**config.mk**
```make
export PLATFORM = sky130hd
export DESIGN_NAME = rup_ctrl
export DESIGN_NICKNAME = d
export VERILOG_FILES = /design/src/design/rup_pkg.sv /design/src/design/rup_ctrl.sv /design/src/design/rup_osc_tick.sv /design/src/design/rup_watchdog.sv
export SDC_FILE = /design/constraint.sdc
export NUM_CORES = 1
export LEC_CHECK = 0
export BUFFER_PORTS_ARGS = -buffer_cell sky130_fd_sc_hd__buf_2
export CAP_MARGIN = 30
export CELL_PAD_IN_SITES_DETAIL_PLACEMENT = 2
export CELL_PAD_IN_SITES_GLOBAL_PLACEMENT = 2
export CORE_UTILIZATION = 35
export DETAILED_ROUTE_END_ITERATION = 16
export HOLD_SLACK_MARGIN = 0.1
export PLACE_DENSITY_LB_ADDON = 0.1
export SLEW_MARGIN = 10
export SYNTH_ARGS = -nofsm -noshare
export SYNTH_HDL_FRONTEND = slang
export SYNTH_SLANG_ARGS = --single-unit
export TNS_END_PERCENT = 20
```
**constraint.sdc**
```tcl
create_clock -name sys_clk -period 7.5 [get_ports sys_clk]
set_input_delay 1.125 -clock sys_clk [delete_from_list [all_inputs] [get_ports sys_clk]]
set_output_delay 1.125 -clock sys_clk [all_outputs]
set_load 0.1 [all_outputs]
```
**src/design/rup_pkg.sv**
```systemverilog
// Package with constants, types and helpers of the remote upgrade controller.
package rup_pkg;

   localparam int CLK_HZ = 25_000_000;
   localparam int OSC_HZ = 10_000_000;
   localparam int OSC_GRAIN_HZ = 1_000_000;
   // The oscillator tick comes from a fractional accumulator: STEP of every MOD clocks.
   localparam logic [5:0] OSC_ACC_STEP = 6'(OSC_HZ / OSC_GRAIN_HZ);
   localparam logic [5:0] OSC_ACC_MOD = 6'(CLK_HZ / OSC_GRAIN_HZ);
   localparam logic [4:0] OSC_ACC_RST = 5'h00;

   localparam int WD_W = 29;
   localparam int WD_FIELD_W = 12;
   localparam int WD_LOW_W = 17;
   localparam int PAGE_W = 24;
   localparam int CTRL_W = 38;
   localparam int BUS_W = 32;
   localparam int CTRL_HI_W = CTRL_W - BUS_W;
   localparam int STATUS_W = 5;

   // Length of the modelled configuration cycle in oscillator ticks.
   localparam int CFG_TICKS = 16;
   localparam logic [4:0] CFG_LAST = 5'(CFG_TICKS - 1);
   localparam logic [4:0] CFG_CNT_RST = 5'h00;

   localparam logic [7:0] ADDR_IMG_LO = 8'h00;
   localparam logic [7:0] ADDR_IMG_HI = 8'h04;
   localparam logic [7:0] ADDR_STATUS = 8'h08;
   localparam logic [7:0] ADDR_STATE = 8'h0c;

   typedef enum logic {RUP_CFG, RUP_RUN} rup_fsm_t;

   typedef struct packed {
      logic [WD_FIELD_W-1:0] watchdog_timeout_field;
      logic wd_en;
      logic [PAGE_W-1:0] page;
      logic application_image_flag;
   } rup_ctrl_t;

   typedef struct packed {
      logic watchdog_cause_flag;
      logic ext_reset;
      logic fabric;
      logic cfg_status;
      logic crc;
   } rup_status_t;

   typedef struct packed {
      logic [7:0] addr;
      logic [BUS_W-1:0] wdata;
      logic wr;
      logic rd;
   } rup_bus_req_t;

   localparam rup_ctrl_t CTRL_RST = '0;
   localparam rup_status_t STATUS_RST = '0;
   localparam logic [WD_W-1:0] WD_CNT_RST = 29'h0000000;

   function automatic logic [WD_W-1:0] rup_wd_start(input logic [WD_FIELD_W-1:0] field);
      return {field, {WD_LOW_W{1'b0}}};
   endfunction

endpackage

```
**src/design/rup_ctrl.sv**
```systemverilog
// Remote upgrade reconfiguration controller with user watchdog.
//
// Decided for this implementation: the plain strobed port and the register offsets.
module rup_ctrl
   import rup_pkg::*;
(
   input wire logic sys_clk,
   input wire logic rst,
   input wire rup_bus_req_t bus_req,
   output logic [BUS_W-1:0] rd_data,
   input wire logic upgrade_shift_clock,
   input wire logic fabric_reconfig_trigger_n,
   input wire logic watchdog_reload_n,
   input wire logic config_reset_n,
   input wire logic config_status_n,
   input wire logic crc_error,
   output logic reconfig_start,
   output logic application_image_flag,
   output logic [PAGE_W-1:0] page_address,
   output logic user_mode,
   output rup_status_t cause_status
);

   typedef struct packed {
      logic [3:0] sync1;
      logic [3:0] sync2;
      logic uclk_prev;
      logic trig_prev;
      logic [CTRL_W-1:0] shift;
      rup_ctrl_t update;
      rup_ctrl_t ctrl;
      rup_status_t status;
      rup_fsm_t fsm;
      logic [4:0] cfg_cnt;
      logic user;
      logic reconfig_start;
      logic [BUS_W-1:0] rd_data;
   } rup_state_t;

   // Synchronisers reset to the idle levels of their pins, so no false event follows reset.
   localparam rup_state_t ST_RST = '{
      sync1: 4'h3, sync2: 4'h3, uclk_prev: 1'b0, trig_prev: 1'b1,
      shift: '0, update: CTRL_RST, ctrl: CTRL_RST, status: STATUS_RST,
      fsm: RUP_CFG, cfg_cnt: CFG_CNT_RST, user: 1'b0, reconfig_start: 1'b0,
      rd_data: 32'h00000000
   };

   rup_state_t st_r;
   rup_state_t st_nxt;
   logic tick;
   logic wd_enable;
   logic wd_expired;
   logic ext_reset_n_s;
   logic cfg_status_n_s;
   logic crc_s;
   logic uclk_s;
   logic trig_rise;
   rup_ctrl_t img;
   rup_status_t cause;

   rup_osc_tick u_tick (
      .sys_clk(sys_clk),
      .rst(rst),
      .tick(tick)
   );

   // The watchdog runs only in an application image in user mode.
   assign wd_enable = st_r.user && st_r.ctrl.application_image_flag && st_r.ctrl.wd_en;

   rup_watchdog u_wd (
      .sys_clk(sys_clk),
      .rst(rst),
      .tick(tick),
      .enable(wd_enable),
      .watchdog_timeout_field(st_r.ctrl.watchdog_timeout_field),
      .watchdog_reload_n(watchdog_reload_n),
      .expired(wd_expired)
   );

   assign ext_reset_n_s = st_r.sync2[0];
   assign cfg_status_n_s = st_r.sync2[1];
   assign crc_s = st_r.sync2[2];
   assign uclk_s = st_r.sync2[3];

   always_comb begin
      st_nxt = st_r;
      cause = STATUS_RST;
      trig_rise = 1'b0;
      st_nxt.reconfig_start = 1'b0;
      st_nxt.rd_data = 32'h00000000;
      st_nxt.sync1 = {upgrade_shift_clock, crc_error, config_status_n, config_reset_n};
      st_nxt.sync2 = st_r.sync1;

      // Software writes land in the shift register while a factory image runs.
      if (bus_req.wr && !st_r.ctrl.application_image_flag) begin
         case (bus_req.addr)
            ADDR_IMG_LO: begin
               st_nxt.shift[BUS_W-1:0] = bus_req.wdata;
            end
            ADDR_IMG_HI: begin
               st_nxt.shift[CTRL_W-1:BUS_W] = bus_req.wdata[CTRL_HI_W-1:0];
            end
            default: begin
            end
         endcase
      end

      // Update operation: rising edge of the upgrade clock commits the shift register.
      st_nxt.uclk_prev = uclk_s;
      if (uclk_s && !st_r.uclk_prev && !st_r.ctrl.application_image_flag) begin
         st_nxt.update = rup_ctrl_t'(st_r.shift);
      end

      img = st_r.ctrl.application_image_flag ? st_r.ctrl : st_r.update;
      if (bus_req.rd) begin
         case (bus_req.addr)
            ADDR_IMG_LO: begin
               st_nxt.rd_data = img[BUS_W-1:0];
            end
            ADDR_IMG_HI: begin
               st_nxt.rd_data = BUS_W'(img[CTRL_W-1:BUS_W]);
            end
            ADDR_STATUS: begin
               st_nxt.rd_data = BUS_W'(st_r.status);
            end
            ADDR_STATE: begin
               st_nxt.rd_data = BUS_W'({wd_expired, st_r.user, st_r.ctrl.application_image_flag});
            end
            default: begin
               st_nxt.rd_data = 32'h00000000;
            end
         endcase
      end

      // Control, status and the sequencer advance on oscillator ticks only.
      if (tick) begin
         trig_rise = fabric_reconfig_trigger_n && !st_r.trig_prev;
         st_nxt.trig_prev = fabric_reconfig_trigger_n;
         case (st_r.fsm)
            RUP_CFG: begin
               st_nxt.user = 1'b0;
               if (!ext_reset_n_s) begin
                  st_nxt.cfg_cnt = CFG_CNT_RST;
               end else if (crc_s && st_r.ctrl.application_image_flag) begin
                  // A corrupt application image falls back to the factory image.
                  st_nxt.ctrl = CTRL_RST;
                  st_nxt.status = '{crc: 1'b1, default: 1'b0};
                  st_nxt.cfg_cnt = CFG_CNT_RST;
                  st_nxt.reconfig_start = 1'b1;
               end else if (st_r.cfg_cnt == CFG_LAST) begin
                  st_nxt.fsm = RUP_RUN;
                  st_nxt.user = 1'b1;
               end else begin
                  st_nxt.cfg_cnt = st_r.cfg_cnt + 5'h01;
               end
            end
            RUP_RUN: begin
               // Priority: external reset, status error, watchdog, fabric trigger.
               if (!ext_reset_n_s) begin
                  cause.ext_reset = 1'b1;
               end else if (!cfg_status_n_s) begin
                  cause.cfg_status = 1'b1;
               end else if (wd_expired) begin
                  cause.watchdog_cause_flag = 1'b1;
               end else if (trig_rise && !st_r.ctrl.application_image_flag) begin
                  cause.fabric = 1'b1;
               end
               if (cause != STATUS_RST) begin
                  st_nxt.status = cause;
                  st_nxt.ctrl = cause.fabric ? st_r.update : CTRL_RST;
                  st_nxt.fsm = RUP_CFG;
                  st_nxt.user = 1'b0;
                  st_nxt.cfg_cnt = CFG_CNT_RST;
                  st_nxt.reconfig_start = 1'b1;
               end
            end
            default: begin
               st_nxt.fsm = RUP_CFG;
               st_nxt.user = 1'b0;
            end
         endcase
      end
   end

   always_ff @(posedge sys_clk or posedge rst) begin
      if (rst) begin
         st_r <= ST_RST;
      end else begin
         st_r <= st_nxt;
      end
   end

   assign rd_data = st_r.rd_data;
   assign reconfig_start = st_r.reconfig_start;
   assign application_image_flag = st_r.ctrl.application_image_flag;
   assign page_address = st_r.ctrl.page;
   assign user_mode = st_r.user;
   assign cause_status = st_r.status;

   property p_update_locked;
      @(posedge sys_clk) disable iff (rst)
         st_r.ctrl.application_image_flag |=> st_r.update == $past(st_r.update);
   endproperty
   a_update_locked: assert property (p_update_locked) else $error("staged register changed in app image");

   property p_fabric_copy;
      @(posedge sys_clk) disable iff (rst)
         (st_nxt.reconfig_start && st_nxt.status.fabric) |=> st_r.ctrl == $past(st_r.update) && st_r.fsm == RUP_CFG;
   endproperty
   a_fabric_copy: assert property (p_fabric_copy) else $error("trigger did not copy staged register");

   property p_error_clears;
      @(posedge sys_clk) disable iff (rst)
         (st_r.reconfig_start && !st_r.status.fabric) |-> st_r.ctrl == CTRL_RST;
   endproperty
   a_error_clears: assert property (p_error_clears) else $error("error did not clear control");

   property p_one_cause;
      @(posedge sys_clk) disable iff (rst) st_r.reconfig_start |-> $onehot(st_r.status);
   endproperty
   a_one_cause: assert property (p_one_cause) else $error("status not a single cause");

   property p_read_image;
      @(posedge sys_clk) disable iff (rst)
         (bus_req.rd && bus_req.addr == ADDR_IMG_LO)
         |=> rd_data == $past(st_r.ctrl.application_image_flag ? st_r.ctrl[31:0] : st_r.update[31:0]);
   endproperty
   a_read_image: assert property (p_read_image) else $error("image read returned wrong register");

   property p_wd_expiry;
      @(posedge sys_clk) disable iff (rst)
         (tick && st_r.fsm == RUP_RUN && wd_expired && ext_reset_n_s && cfg_status_n_s)
         |=> st_r.status.watchdog_cause_flag && st_r.reconfig_start && !st_r.user;
   endproperty
   a_wd_expiry: assert property (p_wd_expiry) else $error("expiry did not reload factory image");

   property p_wd_off_cfg;
      @(posedge sys_clk) disable iff (rst) (st_r.fsm == RUP_CFG) |-> !wd_enable;
   endproperty
   a_wd_off_cfg: assert property (p_wd_off_cfg) else $error("watchdog on during configuration");

   property p_app_write_refused;
      @(posedge sys_clk) disable iff (rst)
         (bus_req.wr && st_r.ctrl.application_image_flag) |=> st_r.shift == $past(st_r.shift);
   endproperty
   a_app_write_refused: assert property (p_app_write_refused) else $error("write taken in app image");

   property p_rd_data_idle;
      @(posedge sys_clk) disable iff (rst) !bus_req.rd |=> rd_data == 32'h00000000;
   endproperty
   a_rd_data_idle: assert property (p_rd_data_idle) else $error("read data stood beyond one cycle");

   property p_read_ctrl_hi;
      @(posedge sys_clk) disable iff (rst)
         (bus_req.rd && bus_req.addr == ADDR_IMG_HI && st_r.ctrl.application_image_flag)
         |=> rd_data[CTRL_HI_W-1:0] == $past(st_r.ctrl[CTRL_W-1:BUS_W]);
   endproperty
   a_read_ctrl_hi: assert property (p_read_ctrl_hi) else $error("app read missed control register");

   property p_status_steady;
      @(posedge sys_clk) disable iff (rst) !st_r.reconfig_start |-> $stable(st_r.status);
   endproperty
   a_status_steady: assert property (p_status_steady) else $error("status changed without an event");

   property p_user_only_run;
      @(posedge sys_clk) disable iff (rst) st_r.user |-> st_r.fsm == RUP_RUN;
   endproperty
   a_user_only_run: assert property (p_user_only_run) else $error("user mode outside run state");

   property p_wd_off_factory;
      @(posedge sys_clk) disable iff (rst) !st_r.ctrl.application_image_flag |-> !wd_enable;
   endproperty
   a_wd_off_factory: assert property (p_wd_off_factory) else $error("watchdog on in factory image");

   property p_osc_domain;
      @(posedge sys_clk) disable iff (rst) !tick |=> $stable(st_r.ctrl) && $stable(st_r.status);
   endproperty
   a_osc_domain: assert property (p_osc_domain) else $error("control moved without a tick");

   property p_start_single;
      @(posedge sys_clk) disable iff (rst) st_r.reconfig_start |=> !st_r.reconfig_start;
   endproperty
   a_start_single: assert property (p_start_single) else $error("start pulse longer than a cycle");

endmodule // rup_ctrl

```
**src/design/rup_osc_tick.sv**
```systemverilog
// Divider that makes the 10 MHz oscillator rate as an enable pulse.
module rup_osc_tick
   import rup_pkg::*;
(
   input wire logic sys_clk,
   input wire logic rst,
   output logic tick
);

   typedef struct packed {
      logic [4:0] acc;
      logic tick;
   } rup_div_t;

   localparam rup_div_t DIV_RST = '{acc: OSC_ACC_RST, tick: 1'b0};

   rup_div_t st_r;
   rup_div_t st_nxt;
   logic [5:0] sum;

   always_comb begin
      st_nxt = st_r;
      sum = {1'b0, st_r.acc} + OSC_ACC_STEP;
      st_nxt.tick = 1'b0;
      if (sum >= OSC_ACC_MOD) begin
         st_nxt.acc = 5'(sum - OSC_ACC_MOD);
         st_nxt.tick = 1'b1;
      end else begin
         st_nxt.acc = sum[4:0];
      end
   end

   always_ff @(posedge sys_clk or posedge rst) begin
      if (rst) begin
         st_r <= DIV_RST;
      end else begin
         st_r <= st_nxt;
      end
   end

   assign tick = st_r.tick;

   // At 10 of 25 the tick never comes twice in a row.
   property p_tick_spaced;
      @(posedge sys_clk) disable iff (rst) st_r.tick |=> !st_r.tick;
   endproperty
   a_tick_spaced: assert property (p_tick_spaced) else $error("oscillator tick repeated");

endmodule // rup_osc_tick

```
**src/design/rup_watchdog.sv**
```systemverilog
// 29-bit down-counting user watchdog.
module rup_watchdog
   import rup_pkg::*;
(
   input wire logic sys_clk,
   input wire logic rst,
   input wire logic tick,
   input wire logic enable,
   input wire logic [WD_FIELD_W-1:0] watchdog_timeout_field,
   input wire logic watchdog_reload_n,
   output logic expired
);

   typedef struct packed {
      logic [WD_W-1:0] count;
      logic expired;
   } rup_wd_t;

   localparam rup_wd_t WD_RST = '{count: WD_CNT_RST, expired: 1'b0};

   rup_wd_t st_r;
   rup_wd_t st_nxt;
   logic [WD_W-1:0] start;

   always_comb begin
      st_nxt = st_r;
      start = rup_wd_start(watchdog_timeout_field);
      if (!enable) begin
         // Held at the start value while disabled.
         st_nxt.count = start;
         st_nxt.expired = 1'b0;
      end else if (!watchdog_reload_n) begin
         st_nxt.count = start;
      end else if (tick && !st_r.expired) begin
         if (st_r.count == WD_CNT_RST) begin
            st_nxt.expired = 1'b1;
         end else begin
            st_nxt.count = st_r.count - 29'h0000001;
         end
      end
   end

   always_ff @(posedge sys_clk or posedge rst) begin
      if (rst) begin
         st_r <= WD_RST;
      end else begin
         st_r <= st_nxt;
      end
   end

   assign expired = st_r.expired;

   property p_wd_dec;
      @(posedge sys_clk) disable iff (rst)
         (enable && watchdog_reload_n && tick && !st_r.expired && st_r.count != 0)
         |=> st_r.count == $past(st_r.count) - 29'h0000001;
   endproperty
   a_wd_dec: assert property (p_wd_dec) else $error("watchdog did not step down once");

   property p_wd_hold;
      @(posedge sys_clk) disable iff (rst)
         (!enable || !watchdog_reload_n) |=> st_r.count == {$past(watchdog_timeout_field), 17'h00000}
         && ($past(enable) || !st_r.expired);
   endproperty
   a_wd_hold: assert property (p_wd_hold) else $error("watchdog not at start value");

   property p_wd_no_tick;
      @(posedge sys_clk) disable iff (rst) (enable && watchdog_reload_n && !tick) |=> $stable(st_r.count);
   endproperty
   a_wd_no_tick: assert property (p_wd_no_tick) else $error("watchdog moved without a tick");

endmodule // rup_watchdog

```
==> impl_metrics.ini <==
[outcome]
status = complete, no violations

[yosys]
syn_inst = 737
netlist_area_sq_um = 9000
synth_cell_types = 49
syn_nets = 795
avgSynthCellArea_sq_um = 12.2
async_flop_share = 1.00
synthFlopType = dfrtp_1
ys_seq_area_frac = 0.571
yosysWarnings = 0
synth_edf_count = 0
ys_ff_latch = 205

[grt]
grt_max_degree = 130
grt.total_usage = 0.175
antenna_found_initial = 0
grt_pass1_vias = 6554
grt_pass1_wl_mm = 36.5
gr-total-overflow = 0

[sta]
rsz0062_at_grt = false
max_freq_mhz = 348
post-route-period-util = 0.383
clock_skew_ns = 0.0161
setup_violations = 0
finalSetupTns_ns = 0
period_needed_ns = 2.87
max_slew_margin = 0.443
hold_viol = 0
timing.final.max_slew_violations = 0
worstMarginPinSlew_ns = 0.836

[final_layout]
syn_to_final_growth_pct = 14.5
drive_gt1_frac = 0.332
finalInstanceArea_sq_um = 10300
finalNetCount = 850
stdcell_count = 1138
final_util = 0.409
diodes = 0

[setup_path]
end_kind = register
ff2ff_setup_slack_ns = 4.63
crit_buf_inv = 0
crit_path_cell_trace = nor4_1, nand4_1, o41ai_4, nor3_1, xnor2_1, o21ai_0
start_kind = register
critical_path_class = reg2reg
path_delay_family = simple AND/OR/NAND/NOR gates
required_ns = 7.89
critPathSlowestCell = o41ai_4
worst_ep_arrival_time_ns = 3.26
r2r_start = u_wd.st_r[3]
cp_max_fo = 9
slowest_delay_ns = 0.71
crit_start = u_wd.st_r[3]

[drt]
route.met3.wl_microns = 714
highest_layer = met4
met2_length_mm = 11.3
via_count = 5729
dr.pass1.iters = 4
vias_per_cell = 5.03
antenna_left = 0
route.detailed.drc = 0
drt-total-wl_mm = 22.0
drtIter0Drc = 211
wl_met1_mm = 9.62
wl_per_cell_microns = 19.3

[cts]
ctsHoldBuffers = 0
cts_tree = built
cts_resized = 0
post_cts.repair.setup_buffers = 0
clk_path_buf_depth = 3
insertion_delay_ns = 0.53
cts_made_buffers = 25
cts.sinks = 205
clk_pin_slew_ns = 0.06
h-tree-depth = 1
root_buffer = clkbuf_16

[power]
power.density_nw_per_um2 = 230
power.leakage_nw = 4.95
switching_share = 0.224
pwr-share-comb = 0.037
clkPwrFrac = 0.477
p_int_w = 0.00184
pwr-share-seq = 0.486
ir_drop_mv = 0.160
switchingPower_w = 0.000529

[die]
die_x_microns = 162
start_util = 0.357
ios = 114
row_count = 58
die_h_microns = 162
core_area_sq_um = 25200
dieArea_sq_um = 26400

[worst_hold_path]
min_path_type = reg2reg
min_from = st_nxt[163]

[placed_design]
dp_hpwl_mm = 14.3
place.gp.congestion = 0.725
dp_cells = 1093
numPortBuffers = 113
dpl-instance-area_sq_um = 9480

[run]
maxCapViolations = 0
-- cell usage in the layout (no fill, tap or decap), types with 10 or more instances in the layout --
| cell | synthesis | final |
|---|---|---|
| xor2_1 | 14 | 14 |
| o21ai_0 | 26 | 26 |
| a22o_1 | 38 | 38 |
| mux2_2 | 84 | 84 |
| nand2_1 | 36 | 36 |
| nor2_1 | 64 | 64 |
| mux2i_1 | 31 | 31 |
| nand3_1 | 10 | 10 |
| xnor2_1 | 18 | 18 |
| nor3_1 | 12 | 12 |
| nor4_1 | 12 | 12 |
| buf_2 | 0 | 113 |
| a21oi_1 | 10 | 10 |
| clkbuf_16 | 0 | 25 |
| dfrtp_1 | 200 | 199 |
-- through the flow --
step / setup slack (ns) / power [W] / hold WS [ns]
2_1_floorplan: 0.788 / 0.00122 / 0.331
3_3_place_gp: 4.49 / 0.00125 / 0.338
3_5_place_dp: 4.54 / 0.00126 / 0.339
4_1_cts: 4.59 / 0.00241 / 0.358
5_1_grt: 4.37 / 0.00246 / 0.376
6_report: 4.63 / 0.00237 / 0.355
-- cell usage after synthesis (4+ instances only) --
library cell	n	area share
buf_4	61	0.051
a22oi_1	4	0.0033
or3_1	5	0.0035
nand4_1	6	0.0042
mux2i_1	31	0.034
and3_1	5	0.0035
xnor2_1	18	0.018
clkbuf_1	26	0.011
buf_1	6	0.0025
dfstp_2	5	0.015
a21oi_1	10	0.0056
a22o_1	38	0.037
nor2b_1	4	0.0028
nor4_1	12	0.0083
nor3b_1	5	0.0042
nor2_1	64	0.027
xor2_1	14	0.014
nor3_1	12	0.0067
mux2_2	84	0.11
ha_1	8	0.011
nand3_1	10	0.0056
o21ai_0	26	0.014
dfrtp_1	200	0.56
inv_1	9	0.0038
nand2_1	36	0.015
nand2b_1	6	0.0042
-- worst reg2reg max path, stage by stage, from the launching register on --
cell and delay (ns):
dfrtp_1 0.41, nor4_1 0.66, nand4_1 0.48, o41ai_4 0.72
nor3_1 0.16, xnor2_1 0.20, o21ai_0 0.10
-- flip-flops by register name (all words and copies together) (netlist names) --
name	cells
application_image_flag	1
cause_status	5
cfg_status_n_s	1
crc_s	1
ext_reset_n_s	1
page_address	24
rd_data	32
reconfig_start	1
st_nxt	5
st_r	97
u_tick.st_r	5
u_tick.tick	1
u_wd.expired	1
u_wd.st_r	29
user_mode	1
-- worst paths after layout --
kind                                 end  cells after the start
max                        u_wd.st_r[21]                      6
min                                crc_s                      0
max reg2reg                u_wd.st_r[21]                      6
min reg2reg                        crc_s                      0
max in group asynchronous      st_r[147]                      5
min in group asynchronous       st_r[89]                      2
-- layer usage --
metal  vias to the layer above  GRT usage
li1                       2619          -
met1                      3005      0.224
met2                        74      0.305
met5                         -          0
met3                        31     0.0300
met4                         0     0.0420
-- power groups by stage --
stage          clock, W  sequential [W]  combinational [W]
2_1_floorplan         0         0.00116          0.0000563
3_3_place_gp          0         0.00117          0.0000843
3_5_place_dp          0         0.00117          0.0000888
4_1_cts         0.00117         0.00115          0.0000894
5_1_grt         0.00121         0.00115          0.0000988
6_report        0.00113         0.00115          0.0000877
-- cell type report --
cell class                 instances  area (sq um)
clock buffer                      36           717
clock inverter                     7          53.8
tap                              330           413
multi-input combinational        427          3240
sequential                       205          5140
timing repair buffer             124           701
fill                            2550         14900
inverter                           9          41.3
-- cell families (layout without fill, tap and decap cells) --
kind of cell / Yosys count / count (layout) / share of synthesized area
flops: 205 / 205 / 0.571
simple gates: 180 / 180 / 0.0992
mux: 115 / 115 / 0.140
buf+inv: 105 / 176 / 0.0714
compound gates: 92 / 92 / 0.0769
xor+xnor: 32 / 32 / 0.0311
fa+ha+maj: 8 / 8 / 0.0111
(Power assumes the default switching activity.)
